[config.mk]
export PLATFORM = sky130hd
export DESIGN_NAME = gop_pins
export DESIGN_NICKNAME = d
export VERILOG_FILES = /design/src/hdl/gop_pkg.sv /design/src/hdl/gop_pins.sv /design/src/hdl/gop_sec_tick.sv
export SDC_FILE = /design/constraint.sdc
export NUM_CORES = 1
export LEC_CHECK = 0
export BUFFER_PORTS_ARGS = -buffer_cell sky130_fd_sc_hd__buf_2
export CORE_AREA = 5 5 92 94
export CTS_CLUSTER_DIAMETER = 150
export DETAILED_ROUTE_END_ITERATION = 12
export DIE_AREA = 0 0 97 99
export PLACE_DENSITY = 0.63
export SLEW_MARGIN = 10
export SYNTH_ARGS = -nofsm -noshare
export SYNTH_HDL_FRONTEND = slang
export SYNTH_HIERARCHICAL = 1
export SYNTH_SLANG_ARGS = --single-unit
[constraint.sdc]
create_clock -name core_clk_i -period 5.7 [get_ports core_clk_i]
set_input_delay 0.855 -clock core_clk_i [delete_from_list [all_inputs] [get_ports core_clk_i]]
set_output_delay 0.855 -clock core_clk_i [all_outputs]
set_load 0.05 [all_outputs]
[src/hdl/gop_pkg.sv]
// constants shared by the gpio and occupancy block
package gop_pkg;
  localparam int unsigned NUM_PINS        = 2;
  localparam int unsigned CLK_HZ          = 25000000;
  localparam int unsigned SEC_CYCLES      = CLK_HZ;
  localparam int unsigned SEC_CNT_W       = 25;
  localparam int unsigned TIME_W          = 7;
  localparam logic [6:0]  TIME_MIN        = 7'h01;
  localparam logic [6:0]  TIME_MAX        = 7'h78;
  localparam logic        DIR_INPUT       = 1'b0;
  localparam logic        DIR_OUTPUT      = 1'b1;
  localparam logic        POL_ACTIVE_LOW  = 1'b0;
  localparam logic        POL_ACTIVE_HIGH = 1'b1;
  localparam logic        POL_RESET       = POL_ACTIVE_HIGH;
  localparam logic        LEVEL_RESET     = 1'b0;
  localparam logic        DIR_RESET       = DIR_INPUT;
  typedef enum logic [1:0] {
    GOP_ST_STEADY = 2'b01,
    GOP_ST_TIMED  = 2'b10
  } gop_pin_st_t;
endpackage : gop_pkg

[src/hdl/gop_pins.sv]
// gpio pins with timed level and toggle, plus occupancy sensor input
`timescale 1ns/10ps
`default_nettype none
module gop_pins
  import gop_pkg::*;
#(
  parameter int unsigned SEC_CYCLES_P = SEC_CYCLES
) (
  input  wire logic                core_clk_i,
  input  wire logic                rst_b_i,
  input  wire logic [NUM_PINS-1:0] dir_wr_i,
  input  wire logic                dir_val_i,
  input  wire logic [NUM_PINS-1:0] lvl_wr_i,
  input  wire logic                lvl_val_i,
  input  wire logic [NUM_PINS-1:0] timed_wr_i,
  input  wire logic                timed_val_i,
  input  wire logic [TIME_W-1:0]   timed_sec_i,
  input  wire logic [NUM_PINS-1:0] toggle_i,
  input  wire logic [NUM_PINS-1:0] gpio_in_i,
  input  wire logic                pol_wr_i,
  input  wire logic                pol_val_i,
  input  wire logic                ocs_in_i,
  output logic [NUM_PINS-1:0]      dir_o,
  output logic [NUM_PINS-1:0]      gpio_out_o,
  output logic [NUM_PINS-1:0]      gpio_oe_o,
  output logic [NUM_PINS-1:0]      pin_level_o,
  output logic [NUM_PINS-1:0]      timed_busy_o,
  output logic                     occupancy_polarity_o,
  output logic                     ocs_level_o,
  output logic                     occupied_o,
  output logic                     timed_err_o
);
  gop_pin_st_t [NUM_PINS-1:0] st_q, st_d;
  logic [NUM_PINS-1:0]        dir_q, dir_d;
  logic [NUM_PINS-1:0]        lvl_q, lvl_d;
  logic [NUM_PINS-1:0]        save_q, save_d;
  logic [TIME_W-1:0]          left_q [NUM_PINS];
  logic [TIME_W-1:0]          left_d [NUM_PINS];
  logic                       pol_q, pol_d;
  logic                       err_d;
  logic                       sec_tick;
  logic                       any_timed_start;

  // a duration outside 1 to 120 seconds is refused
  function automatic logic gop_time_ok(input logic [TIME_W-1:0] t);
    return (t >= TIME_MIN) && (t <= TIME_MAX);
  endfunction : gop_time_ok

  assign any_timed_start = |timed_wr_i && gop_time_ok(timed_sec_i);

  // seconds base restarts with each accepted timed command
  gop_sec_tick #(
    .SEC_CYCLES_P (SEC_CYCLES_P)
  ) u_tick (
    .core_clk_i (core_clk_i),
    .rst_b_i    (rst_b_i),
    .restart_i  (any_timed_start),
    .tick_o     (sec_tick)
  );

  // per pin next state
  always_comb begin
    st_d   = st_q;
    dir_d  = dir_q;
    lvl_d  = lvl_q;
    save_d = save_q;
    err_d  = 1'b0;
    for (int i = 0; i < NUM_PINS; i++) begin
      left_d[i] = left_q[i];
      if (dir_wr_i[i]) begin
        dir_d[i] = dir_val_i;
      end
      if (lvl_wr_i[i]) begin
        lvl_d[i] = lvl_val_i;
        st_d[i]  = GOP_ST_STEADY;
      end else if (timed_wr_i[i]) begin
        if (gop_time_ok(timed_sec_i)) begin
          save_d[i] = (st_q[i] == GOP_ST_TIMED) ? save_q[i] : lvl_q[i];
          lvl_d[i]  = timed_val_i;
          left_d[i] = timed_sec_i;
          st_d[i]   = GOP_ST_TIMED;
        end else begin
          err_d = 1'b1;
        end
      end else if (toggle_i[i]) begin
        lvl_d[i] = ~lvl_q[i];
        st_d[i]  = GOP_ST_STEADY;
      end else begin
        case (st_q[i])
          GOP_ST_TIMED: begin
            if (sec_tick) begin
              left_d[i] = left_q[i] - 1'b1;
              if (left_q[i] == TIME_MIN) begin
                lvl_d[i] = save_q[i];
                st_d[i]  = GOP_ST_STEADY;
              end
            end
          end
          default: begin
            st_d[i] = GOP_ST_STEADY;
          end
        endcase
      end
    end
    pol_d = pol_wr_i ? pol_val_i : pol_q;
  end

  // state registers and registered outputs
  always_ff @(posedge core_clk_i) begin
    if (!rst_b_i) begin
      for (int i = 0; i < NUM_PINS; i++) begin
        st_q[i]   <= GOP_ST_STEADY;
        left_q[i] <= '0;
      end
      dir_q                <= {NUM_PINS{DIR_RESET}};
      lvl_q                <= {NUM_PINS{LEVEL_RESET}};
      save_q               <= {NUM_PINS{LEVEL_RESET}};
      pol_q                <= POL_RESET;
      dir_o                <= {NUM_PINS{DIR_RESET}};
      gpio_out_o           <= {NUM_PINS{LEVEL_RESET}};
      gpio_oe_o            <= '0;
      pin_level_o          <= '0;
      timed_busy_o         <= '0;
      occupancy_polarity_o <= POL_RESET;
      ocs_level_o          <= 1'b0;
      occupied_o           <= 1'b0;
      timed_err_o          <= 1'b0;
    end else begin
      for (int i = 0; i < NUM_PINS; i++) begin
        st_q[i]         <= st_d[i];
        left_q[i]       <= left_d[i];
        timed_busy_o[i] <= (st_d[i] == GOP_ST_TIMED);
      end
      dir_q                <= dir_d;
      lvl_q                <= lvl_d;
      save_q               <= save_d;
      pol_q                <= pol_d;
      dir_o                <= dir_d;
      gpio_out_o           <= lvl_d;
      gpio_oe_o            <= dir_d;
      pin_level_o          <= gpio_in_i;
      occupancy_polarity_o <= pol_d;
      ocs_level_o          <= ocs_in_i;
      occupied_o           <= (ocs_in_i == pol_d);
      timed_err_o          <= err_d;
    end
  end
endmodule : gop_pins
`default_nettype wire

[src/hdl/gop_sec_tick.sv]
// one-second enable pulse divider
`timescale 1ns/10ps
`default_nettype none
module gop_sec_tick
  import gop_pkg::*;
#(
  parameter int unsigned SEC_CYCLES_P = SEC_CYCLES
) (
  input  wire logic core_clk_i,
  input  wire logic rst_b_i,
  input  wire logic restart_i,
  output logic      tick_o
);
  logic [SEC_CNT_W-1:0] cnt_q;
  logic [SEC_CNT_W-1:0] cnt_d;
  logic                 tick_d;
  // count down one second, restart on request
  always_comb begin
    tick_d = 1'b0;
    cnt_d  = cnt_q - 1'b1;
    // tick register adds one cycle, so a restart loads one count less
    if (restart_i) begin
      cnt_d = SEC_CNT_W'(SEC_CYCLES_P - 2);
    end else if (cnt_q == '0) begin
      cnt_d  = SEC_CNT_W'(SEC_CYCLES_P - 1);
      tick_d = 1'b1;
    end
  end
  always_ff @(posedge core_clk_i) begin
    if (!rst_b_i) begin
      cnt_q  <= SEC_CNT_W'(SEC_CYCLES_P - 1);
      tick_o <= 1'b0;
    end else begin
      cnt_q  <= cnt_d;
      tick_o <= tick_d;
    end
  end
endmodule : gop_sec_tick
`default_nettype wire
==> results of run 1 <==
power breakdown:
group          switching [mW]  total, mW  internal [mW]  leakage (nW)
clock                   0.157      0.350          0.192        0.0965
sequential             0.0105      0.431          0.420         0.474
combinational          0.0771      0.117         0.0395         0.691
state kept, by name, summed over array words and instances, names as in the netlist:
register / flops
u_tick/cnt_q: 25
left_q: 14
st_q: 4
dir_q: 2
lvl_q: 2
pin_level_o: 2
save_q: 2
timed_busy_o: 2
occupied_o: 1
ocs_level_o: 1
pol_q: 1
timed_err_o: 1
u_tick/tick_o: 1
area by class of cell:
type / instances / area (um2)
timing repair buffer: 38 / 190
inverter: 14 / 52.6
clock inverter: 2 / 10.0
sequential: 58 / 1160
fill: 742 / 4260
tap: 102 / 128
clock buffer: 14 / 173
multi-input combinational: 249 / 1600
final timing paths:
| check | to | slack, ns | startpoint | depth (start not counted) |
|---|---|---|---|---|
| worst max-delay path | u_tick/cnt_q[14]$_SDFF_PP1_ | 2.57 | timed_sec_i[3] | 7 |
| worst min-delay path | st_q[1]$_SDFF_PN0_ | 0.47 | st_q[1]$_SDFF_PN0_ | 2 |
| worst max register to register | u_tick/cnt_q[10]$_SDFF_PP0_ | 2.71 | u_tick/cnt_q[0]$_SDFF_PN1_ | 6 |
| worst min register to register | st_q[1]$_SDFF_PN0_ | 0.47 | st_q[1]$_SDFF_PN0_ | 2 |
cell families after synthesis:
kind of cell,count (synthesis),share of synthesized area
simple gates,145,0.269
compound gates,81,0.201
flops,58,0.400
buf+inv,33,0.0500
xor+xnor,11,0.0332
mux,7,0.0254
fa+ha+maj,5,0.0215
per-stage QoR:
step,cells,setup slack [ns],utilization
finish,477,2.57,0.438
global route,477,2.38,0.438
CTS,477,2.54,0.438
detailed placement,461,2.18,0.414
global placement,461,2.31,0.414
floorplan,340,2.86,-
tightest hold or removal path: cells and delay by family, from the launching register on:
kind | cells | cell delay, ns
flip-flops | 1 | 0.31
AO/OA/AOI/OAI | 1 | 0.07
buffers and inverters | 1 | 0.05
layer usage:
metal	wire, um	share of wire	global-route usage	vias to the layer above
li1	-	-	-	1307
met1	3090	0.47	0.163	1217
met2	3080	0.47	0.229	55
met3	348	0.053	0.0538	7
met4	51	0.0078	0.0443	0
met5	0	0	0	-
cell usage in the layout (no fill, tap or decap), types with 3 or more instances in the layout:
cell type | Yosys | layout
a21oi_1 | 11 | 11
a22oi_1 | 3 | 3
a31oi_1 | 3 | 3
and2_1 | 6 | 6
and3_1 | 4 | 4
buf_2 | 5 | 38
clkbuf_8 | 0 | 12
dfxtp_1 | 58 | 58
ha_1 | 5 | 5
inv_1 | 14 | 14
mux2i_1 | 6 | 6
nand2_1 | 32 | 32
nand3_1 | 20 | 20
nand4_1 | 5 | 5
nor2_1 | 27 | 27
nor2b_1 | 4 | 4
nor3_1 | 6 | 6
nor4_1 | 3 | 3
o2111ai_1 | 4 | 4
o211a_1 | 3 | 3
o21a_1 | 4 | 4
o21ai_0 | 14 | 14
o21ai_1 | 5 | 5
o31ai_1 | 13 | 13
o41ai_1 | 7 | 7
or2_2 | 6 | 6
or3_1 | 10 | 10
or4_1 | 11 | 11
or4_4 | 5 | 5
xnor2_1 | 6 | 6
xor2_1 | 5 | 5
==> results.md, run 1 <==
* Sequential area share after synthesis at 0.400
* Startpoint Class: input port
* Rows at 32
* WP buf/inv at 1
* Top-count cell post-synth: dfxtp_1
* Top cell type by total area after synthesis: dfxtp_1
* CP max FO at 13
* Ports at 39
* Crit Path Class: in -> reg
* CTS Buf Count at 9
* Largest net degree at the start of global routing at 36
* Relative slew margins at 0.416
* EDFF count, synth at 0
* Worst hold path class: reg -> reg
* Max Root-Sink Buffers at 2
* Initial antenna violation count at 0
* Reg clk slew, reported paths at 0.07 ns
* Area delta synth->final at 14.0%
* Gr usage total at 0.138
* CP arrival at between 3 and 4 ns
* Vias in the first global route at 2415
* Remaining routing DRC violations at 0
* Setup crit end kind: register
* Dpl cell area at 3130 um2
* GPL Wtd Cong at 0.875
* H-Tree Depth at 3
* Layout cells sized above 1 at 0.187
* Wire per inst at 13.8 um
* Initial DRC Count at 91
* TritonCTS clock tree: yes
* DRT Pass-1 Iters at 4
* Total number of yosys warnings at 6
* Total power at 0.897 mW
* Final clock skew at roughly 0.007 ns
* Syn_nets at 370
* Starting Density at 0.384
* Total routed wirelength at 6570 um
* First-pass GRT wire length at 11100 um
* Crit-path slowest cell: o41a_1
* HPWL after DPL at 4590 um
* Overflow after GRT at 0
* Hold_buf cts at 0
* Pwr Density at ~270 nW/um2
* Syn_area_per_cell at 8.54 um2
* Delay-heaviest family, CP: simple AND/OR/NAND/NOR gates
* Min Tclk post-route at ~3.1 ns
* Register bit total from synthesis at 58
* Library cells used by synthesis at 50
* Final Cycle Share at 0.550
* Asr flop ratio synth at 0
* Clock root buffer: clkbuf_8
* Clk Latency, worst-skew pair at 0.33 ns
* Critical Path RT at 5.89 ns
* Leak pwr at 1.26 nW
* Critical path, cell by cell: buf_2 > or4_1 > mux2i_2 > a21oi_1 > nor2b_1 > o41a_1 > nand3_1
* Yosys top cell area share at 0.400
* Max VDD drop at 213 uV
* Fin. Hold Viols at 0
* Final #Nets at 400
* Slowest stage delay, CP at 0.54 ns
* Resized cells post-CTS at 0
* Postcts setup bufs at 0
* Max_cap viols at 0
* Synth Cell Area at between 2000 and 3000 um2
* Vias/cell at 5.42
* Antenna violation net count after detailed routing at 0
* Fmax at approximately 320 MHz
* Commonest cells in the netlist: 58 x dfxtp_1, 32 x nand2_1, 27 x nor2_1, 20 x nand3_1
* Clock sink count at 58
* Run status: complete, no violations
* Port Buf Inserts at 38
* Cells after Synth at 340
* Design Area, Final at 3310 um2
* Dominant synthesized flop cell: dfxtp_1
* RSZ-0062 raised after global routing: false
* Die X at 97 um
* Vias post-DR at 2586
* Die Height at 99 um
* Synth top area cells: dfxtp_1 40%, nand2_1 4.1%, nor2_1 3.5%, nand3_1 3.4%, o31ai_1 3.4%
* Core area at roughly 7600 um2
* Worst Tran Pin Value at 0.870 ns
* Inserted Diodes at 0
* DIE AREA at 9600 um2
* Slew Viols, Final at 0
* Final setup vio count at 0
* Setup Total Neg Slack at 0 ns
* WHS at 0.474 ns
Note: power is estimated with default switching activity, not from simulation.
==> run 2, diff against run 1 <==
==> constraint.sdc (replaced) <==
create_clock -name core_clk_i -period 2.9 [get_ports core_clk_i]
set_input_delay 0.435 -clock core_clk_i [delete_from_list [all_inputs] [get_ports core_clk_i]]
set_output_delay 0.435 -clock core_clk_i [all_outputs]
set_load 0.05 [all_outputs]
==> results.md, run 2 (same netlist as run 1, synthesis figures left out) <==
* Clock root buffer: clkbuf_8
* Max_cap viols at 0 (unchanged)
* Critical Path RT at 3.09 ns (-2.80 ns)
* Top Registers: u_tick/cnt_q (25), left_q (14), st_q (4)
* R2R Path Start: u_tick/cnt_q[17]$_SDFF_PP0_
* Reg2Reg Depth at 4 (-2)
* Fillers at 776 (+4.6%)
* H-Tree Depth at 3 (unchanged)
* GPL Wtd Cong at 0.857 (-2.1%)
* Resized cells post-CTS at 0 (unchanged)
* Sw power at 0.478 mW (+95%)
* Setup Total Neg Slack at 0 ns (unchanged)
* Starting Density at 0.384 (unchanged)
* Min Tclk post-route at approximately 2.2 ns
* Relative slew margins at 0.577 (+0.161)
* Startpoint Class: register
* Largest Register: u_tick/cnt_q
* Final Cycle Share at 0.774
* Final #Nets at 407 (+1.8%)
* Leak pwr at 1.31 nW (+3.5%)
* Ports at 39 (unchanged)
* Inserted Diodes at 0 (unchanged)
* Clock group share of total power at 0.416 (+0.026)
* Max reg flops at 25 (unchanged)
* Clk Latency, worst-skew pair at 0.33 ns (about the same)
* Core area at 7570 um2 (unchanged)
* DIE AREA at 9600 um2 (unchanged)
* Reg power frac at 0.459 (-0.021)
* Hold_buf cts at 0 (unchanged)
* Worst hold path class: in -> reg
* Rows at 32 (unchanged)
* Combinational power share at 0.125 (-0.005)
* Fmax at 446 MHz
* RSZ-0062 raised after global routing: false
* Crit Path Class: reg -> reg
* Remaining routing DRC violations at 0 (unchanged)
* Total power at 1.85 mW (+110%)
* Int Power at 1.37 mW (+110%)
* CTS Buf Count at 9 (unchanged)
* First-pass GRT wire length at 11400 um (+2.9%)
* Most common cell after layout, fill and taps aside: dfxtp_1
* Max Root-Sink Buffers at 2 (unchanged)
* TritonCTS clock tree: yes
* Vias/cell at 5.36 (-1.1%)
* Gr usage total at 0.142 (+0.00395)
* HPWL after DPL at 4690 um (+2.2%)
* Final clock skew at 0.00694 ns (+0.0000589 ns)
* Wire per inst at 13.6 um (-1.5%)
* Die Height at 99 um (unchanged)
* R2R Setup Slk at 0.66 ns (-2.05 ns)
* Pwr Density at 545 nW/um2 (+100%)
* CP arrival at 2.44 ns (-0.88 ns)
* Layout cells sized above 1 at 0.202 (+0.0154)
* Most frequent cells in the layout: 58 x dfxtp_1, 38 x buf_2, 32 x nand2_1
* Sw Ratio at 0.259 (-0.0144)
* Reg clk slew, reported paths at 0.07 ns (about the same)
* Initial antenna violation count at 0 (unchanged)
* Initial DRC Count at 62 (-32%)
* Worst r2r dst: u_tick/cnt_q[6]$_SDFF_PP0_
* Overflow after GRT at 0 (unchanged)
* Vias post-DR at 2591 (+0.19%)
* Max VDD drop at 319 uV (+50%)
* Antenna violation net count after detailed routing at 0 (unchanged)
* Run status: complete, no violations
* Setup crit end kind: register
* Die X at 97 um (unchanged)
* CP max FO at 9 (-4)
* Clock sink count at 58 (unchanged)
* Area delta synth->final at 16.6%
* WHS at 0.307 ns (-0.167 ns)
* Largest net degree at the start of global routing at 23 (-36%)
* Final setup vio count at 0 (unchanged)
* Worst Tran Pin Value at 0.632 ns (-0.238 ns)
* Postcts setup bufs at 0 (unchanged)
* Crit path to: u_tick/cnt_q[6]$_SDFF_PP0_
* Fin. Hold Viols at 0 (unchanged)
* Port Buf Inserts at 38 (unchanged)
* DRT Pass-1 Iters at 4 (unchanged)
* Total routed wirelength at 6550 um (-0.21%)
* Vias in the first global route at 2518 (+4.3%)
* Critical Path Start: u_tick/cnt_q[17]$_SDFF_PP0_
* Slew Viols, Final at 0 (unchanged)
==> run 2: changes by cell type in the layout (fill, tap and decap cells not counted), sizes merged <==
cell | before | now
bufinv | 0 | 1
clkbuf | 14 | 13
clkinv | 2 | 1
buf | 38 | 45
==> run 2: routing by layer <==
| metal | global-route usage | part of all wire | up-vias |
|---|---|---|---|
| met5 | 0 | 0 | - |
| met4 | 0.0497 | 0.012 | 0 |
| met3 | 0.0453 | 0.051 | 7 |
| met2 | 0.241 | 0.49 | 47 |
| met1 | 0.168 | 0.44 | 1217 |
| li1 | - | - | 1320 |
==> run 2: cell type report <==
class,instances,area [um2],area share
clock buffers,13,169,0.0499
clock inverters,2,35.0,0.0103
inverters,14,52.6,0.0155
multi-input cells,249,1600,0.472
flip-flops and latches,58,1160,0.343
well taps,102,128,0.0377
repair buffers,45,243,0.0717
==> run 2: stage by stage <==
step	cell area [um2]	utilization	setup WS [ns]	std cells
finish	3390	0.447	0.656	483
global route	3390	0.447	0.512	483
CTS	3390	0.447	0.629	483
detailed placement	3180	0.420	0.530	468
global placement	3180	0.420	0.600	468
floorplan	2900	-	0.484	340
==> run 2: how the worst min path moves through the flow <==
stage | from | endpoint | slack [ns] | cells after the start
2_1_floorplan | st_q[1]$_SDFF_PN0_ | st_q[1]$_SDFF_PN0_ | 0.44 | 2
3_3_place_gp | u_tick/cnt_q[23]$_SDFF_PP0_ | u_tick/cnt_q[23]$_SDFF_PP0_ | 0.46 | 2
3_5_place_dp | st_q[1]$_SDFF_PN0_ | st_q[1]$_SDFF_PN0_ | 0.46 | 2
4_1_cts | gpio_in_i[0] | pin_level_o[0]$_SDFF_PN0_ | 0.29 | 2
5_1_grt | gpio_in_i[0] | pin_level_o[0]$_SDFF_PN0_ | 0.31 | 2
6_report | gpio_in_i[1] | pin_level_o[1]$_SDFF_PN0_ | 0.31 | 2
==> run 2: worst max-delay path: stages (launching register included) <==
cell and delay, ns:
dfxtp_1 0.33, or4_4 0.55, or3_1 0.47, o41ai_4 0.65, nor2_1 0.11
==> run 2: power groups by stage <==
| stage | Sequential [mW] | Clock (mW) | Combinational (mW) |
|---|---|---|---|
| 2_1_floorplan | 0.895 | 0 | 0.134 |
| 3_3_place_gp | 0.864 | 0 | 0.231 |
| 3_5_place_dp | 0.865 | 0 | 0.232 |
| 4_1_cts | 0.847 | 0.791 | 0.233 |
| 5_1_grt | 0.851 | 0.829 | 0.257 |
| 6_report | 0.847 | 0.768 | 0.231 |
==> run 3, diff against run 2 <==
==> constraint.sdc (replaced) <==
create_clock -name core_clk_i -period 2.3 [get_ports core_clk_i]
set_input_delay 0.345 -clock core_clk_i [delete_from_list [all_inputs] [get_ports core_clk_i]]
set_output_delay 0.345 -clock core_clk_i [all_outputs]
set_load 0.05 [all_outputs]
==> results.md, run 3 (same netlist as run 1, synthesis figures left out) <==
* GPL Wtd Cong at 0.778 (-9.2%)
* Die Height at 99 um (unchanged)
* HPWL after DPL at 4770 um (+1.7%)
* Max VDD drop at 363 uV (+14%)
* Fmax at 460 MHz (+3.2%)
* CP max FO at 5 (-4)
* Vias in the first global route at 2529 (+0.44%)
* Wire per inst at 13.4 um (-1.5%)
* Clock sink count at 58 (unchanged)
* R2R Path Start: u_tick/cnt_q[5]$_SDFF_PP1_
* Resized cells post-CTS at 0 (unchanged)
* Delay-heaviest family, CP: simple AND/OR/NAND/NOR gates
* Max Root-Sink Buffers at 2 (unchanged)
* WP buf/inv at 0 (unchanged)
* Critical Path Start: u_tick/cnt_q[5]$_SDFF_PP1_
* Die X at 97 um (unchanged)
* Clock root buffer: clkbuf_8
* Fin. Hold Viols at 0 (unchanged)
* Top Registers: u_tick/cnt_q (25), left_q (14), st_q (4)
* Min Tclk post-route at 2.17 ns (-0.0700 ns)
* Final setup vio count at 0 (unchanged)
* CP arrival at 2.44 ns (about the same)
* Starting Density at 0.384 (unchanged)
* H-Tree Depth at 3 (unchanged)
* Gr usage total at 0.145 (+0.00371)
* Min-delay src: gpio_in_i[1]
* Slew Viols, Final at 0 (unchanged)
* Crit-path slowest cell: or4_4
* Clk Latency, worst-skew pair at 0.33 ns (about the same)
* Worst hold path class: in -> reg
* RSZ-0062 raised after global routing: false
* CTS Buf Count at 9 (unchanged)
* Pwr Density at 684 nW/um2 (+25%)
* Leak pwr at 1.35 nW (+3.8%)
* Remaining routing DRC violations at 0 (unchanged)
* Final core utilization at 0.458 (+0.0109)
* Layout cells sized above 1 at 0.223 (+0.0204)
* WHS at 0.220 ns (-0.0872 ns)
* Relative slew margins at 0.615 (+0.0375)
* Largest net degree at the start of global routing at 34 (+48%)
* Core area at 7570 um2 (unchanged)
* Total routed wirelength at 6590 um (+0.55%)
* Critical Path RT at 2.57 ns (-0.52 ns)
* Max reg flops at 25 (unchanged)
* Reg clk slew, reported paths at 0.06 ns (about the same)
* Critical path, cell by cell: or4_4 > or4_4 > or4b_4 > a21oi_2
* Startpoint Class: register
* TritonCTS clock tree: yes
* Ports at 39 (unchanged)
* Most common cell after layout, fill and taps aside: dfxtp_1
* Crit Path Class: reg -> reg
* Inserted Diodes at 0 (unchanged)
* First-pass GRT wire length at 11600 um (+1.7%)
* Antenna violation net count after detailed routing at 0 (unchanged)
* DRT Pass-1 Iters at 4 (unchanged)
* Setup Total Neg Slack at 0 ns (unchanged)
* Most frequent cells in the layout: 58 x dfxtp_1, 38 x buf_2, 32 x nand2_1
* Cell mode on critical path: or4_4
* Slowest stage delay, CP at 0.57 ns (-0.08 ns)
* Fillers at 746 (-3.9%)
* Vias post-DR at 2631 (+1.5%)
* DIE AREA at 9600 um2 (unchanged)
* Setup crit end kind: register
* Initial antenna violation count at 0 (unchanged)
* Initial DRC Count at 109 (+76%)
* Vias/cell at 5.34 (-0.52%)
* Port Buf Inserts at 38 (unchanged)
* Final Cycle Share at 0.945 (+0.171)
* Rows at 32 (unchanged)
* Overflow after GRT at 0 (unchanged)
* Worst Tran Pin Value at 0.576 ns (-0.0561 ns)
* Largest Register: u_tick/cnt_q
* Max_cap viols at 0 (unchanged)
* Final clock skew at 0.00869 ns (+0.00175 ns)
* Final #Nets at 416 (+2.2%)
* Run status: complete, no violations
* Area delta synth->final at 19.4%
run 3: changes by cell type in the layout (fill, tap and decap cells not counted):
cell | before | now
clkinv_2 | 1 | 0
nor2b_1 | 4 | 3
buf_4 | 7 | 16
clkbuf_8 | 12 | 13
clkbuf_1 | 1 | 2
nor2b_2 | 0 | 1
run 3: layer usage:
| layer | track usage | up-vias | share of wire |
|---|---|---|---|
| met2 | 0.240 | 63 | 0.47 |
| met1 | 0.173 | 1216 | 0.47 |
| met5 | 0 | - | 0 |
| met3 | 0.0538 | 6 | 0.054 |
| li1 | - | 1346 | - |
| met4 | 0.0540 | 0 | 0.0076 |
run 3: worst paths after layout:
kind,end,slack (ns),cells past startpoint
worst min-delay path,pin_level_o[1]$_SDFF_PN0_,0.22,2
worst max-delay path,u_tick/cnt_q[17]$_SDFF_PP0_,0.13,4
worst min register to register,st_q[1]$_SDFF_PN0_,0.46,2
worst max register to register,u_tick/cnt_q[17]$_SDFF_PP0_,0.13,4
run 3: area by class of cell:
type	instances	area, um2	area share
clock inverters	1	30.0	0.00866
flip-flops and latches	58	1160	0.335
well taps	102	128	0.0368
inverters	14	52.6	0.0152
clock buffers	15	186	0.0538
multi-input cells	249	1600	0.461
repair buffers	54	310	0.0895
run 3: timing repair:
item	CTS	global route
hold buffers	0	0
buffers inserted	0	0
endpoints found under the setup margin	0	3
hold endpoints to repair	0	0
run 3: metrics by stage:
stage	worst slack, ns	std cells	instance area [um2]	power (mW)
floorplan	0.0950	340	2910	1.30
global placement	0.112	477	3250	1.39
detailed placement	0.109	477	3250	1.39
CTS	0.0831	493	3470	2.41
global route	0.0397	493	3470	2.49
finish	0.126	493	3470	2.37
run 3: power breakdown:
group | internal, mW | switching, mW
clock network | 0.620 | 0.383
logic | 0.107 | 0.193
registers | 1.04 | 0.0272
total | 1.77 | 0.604
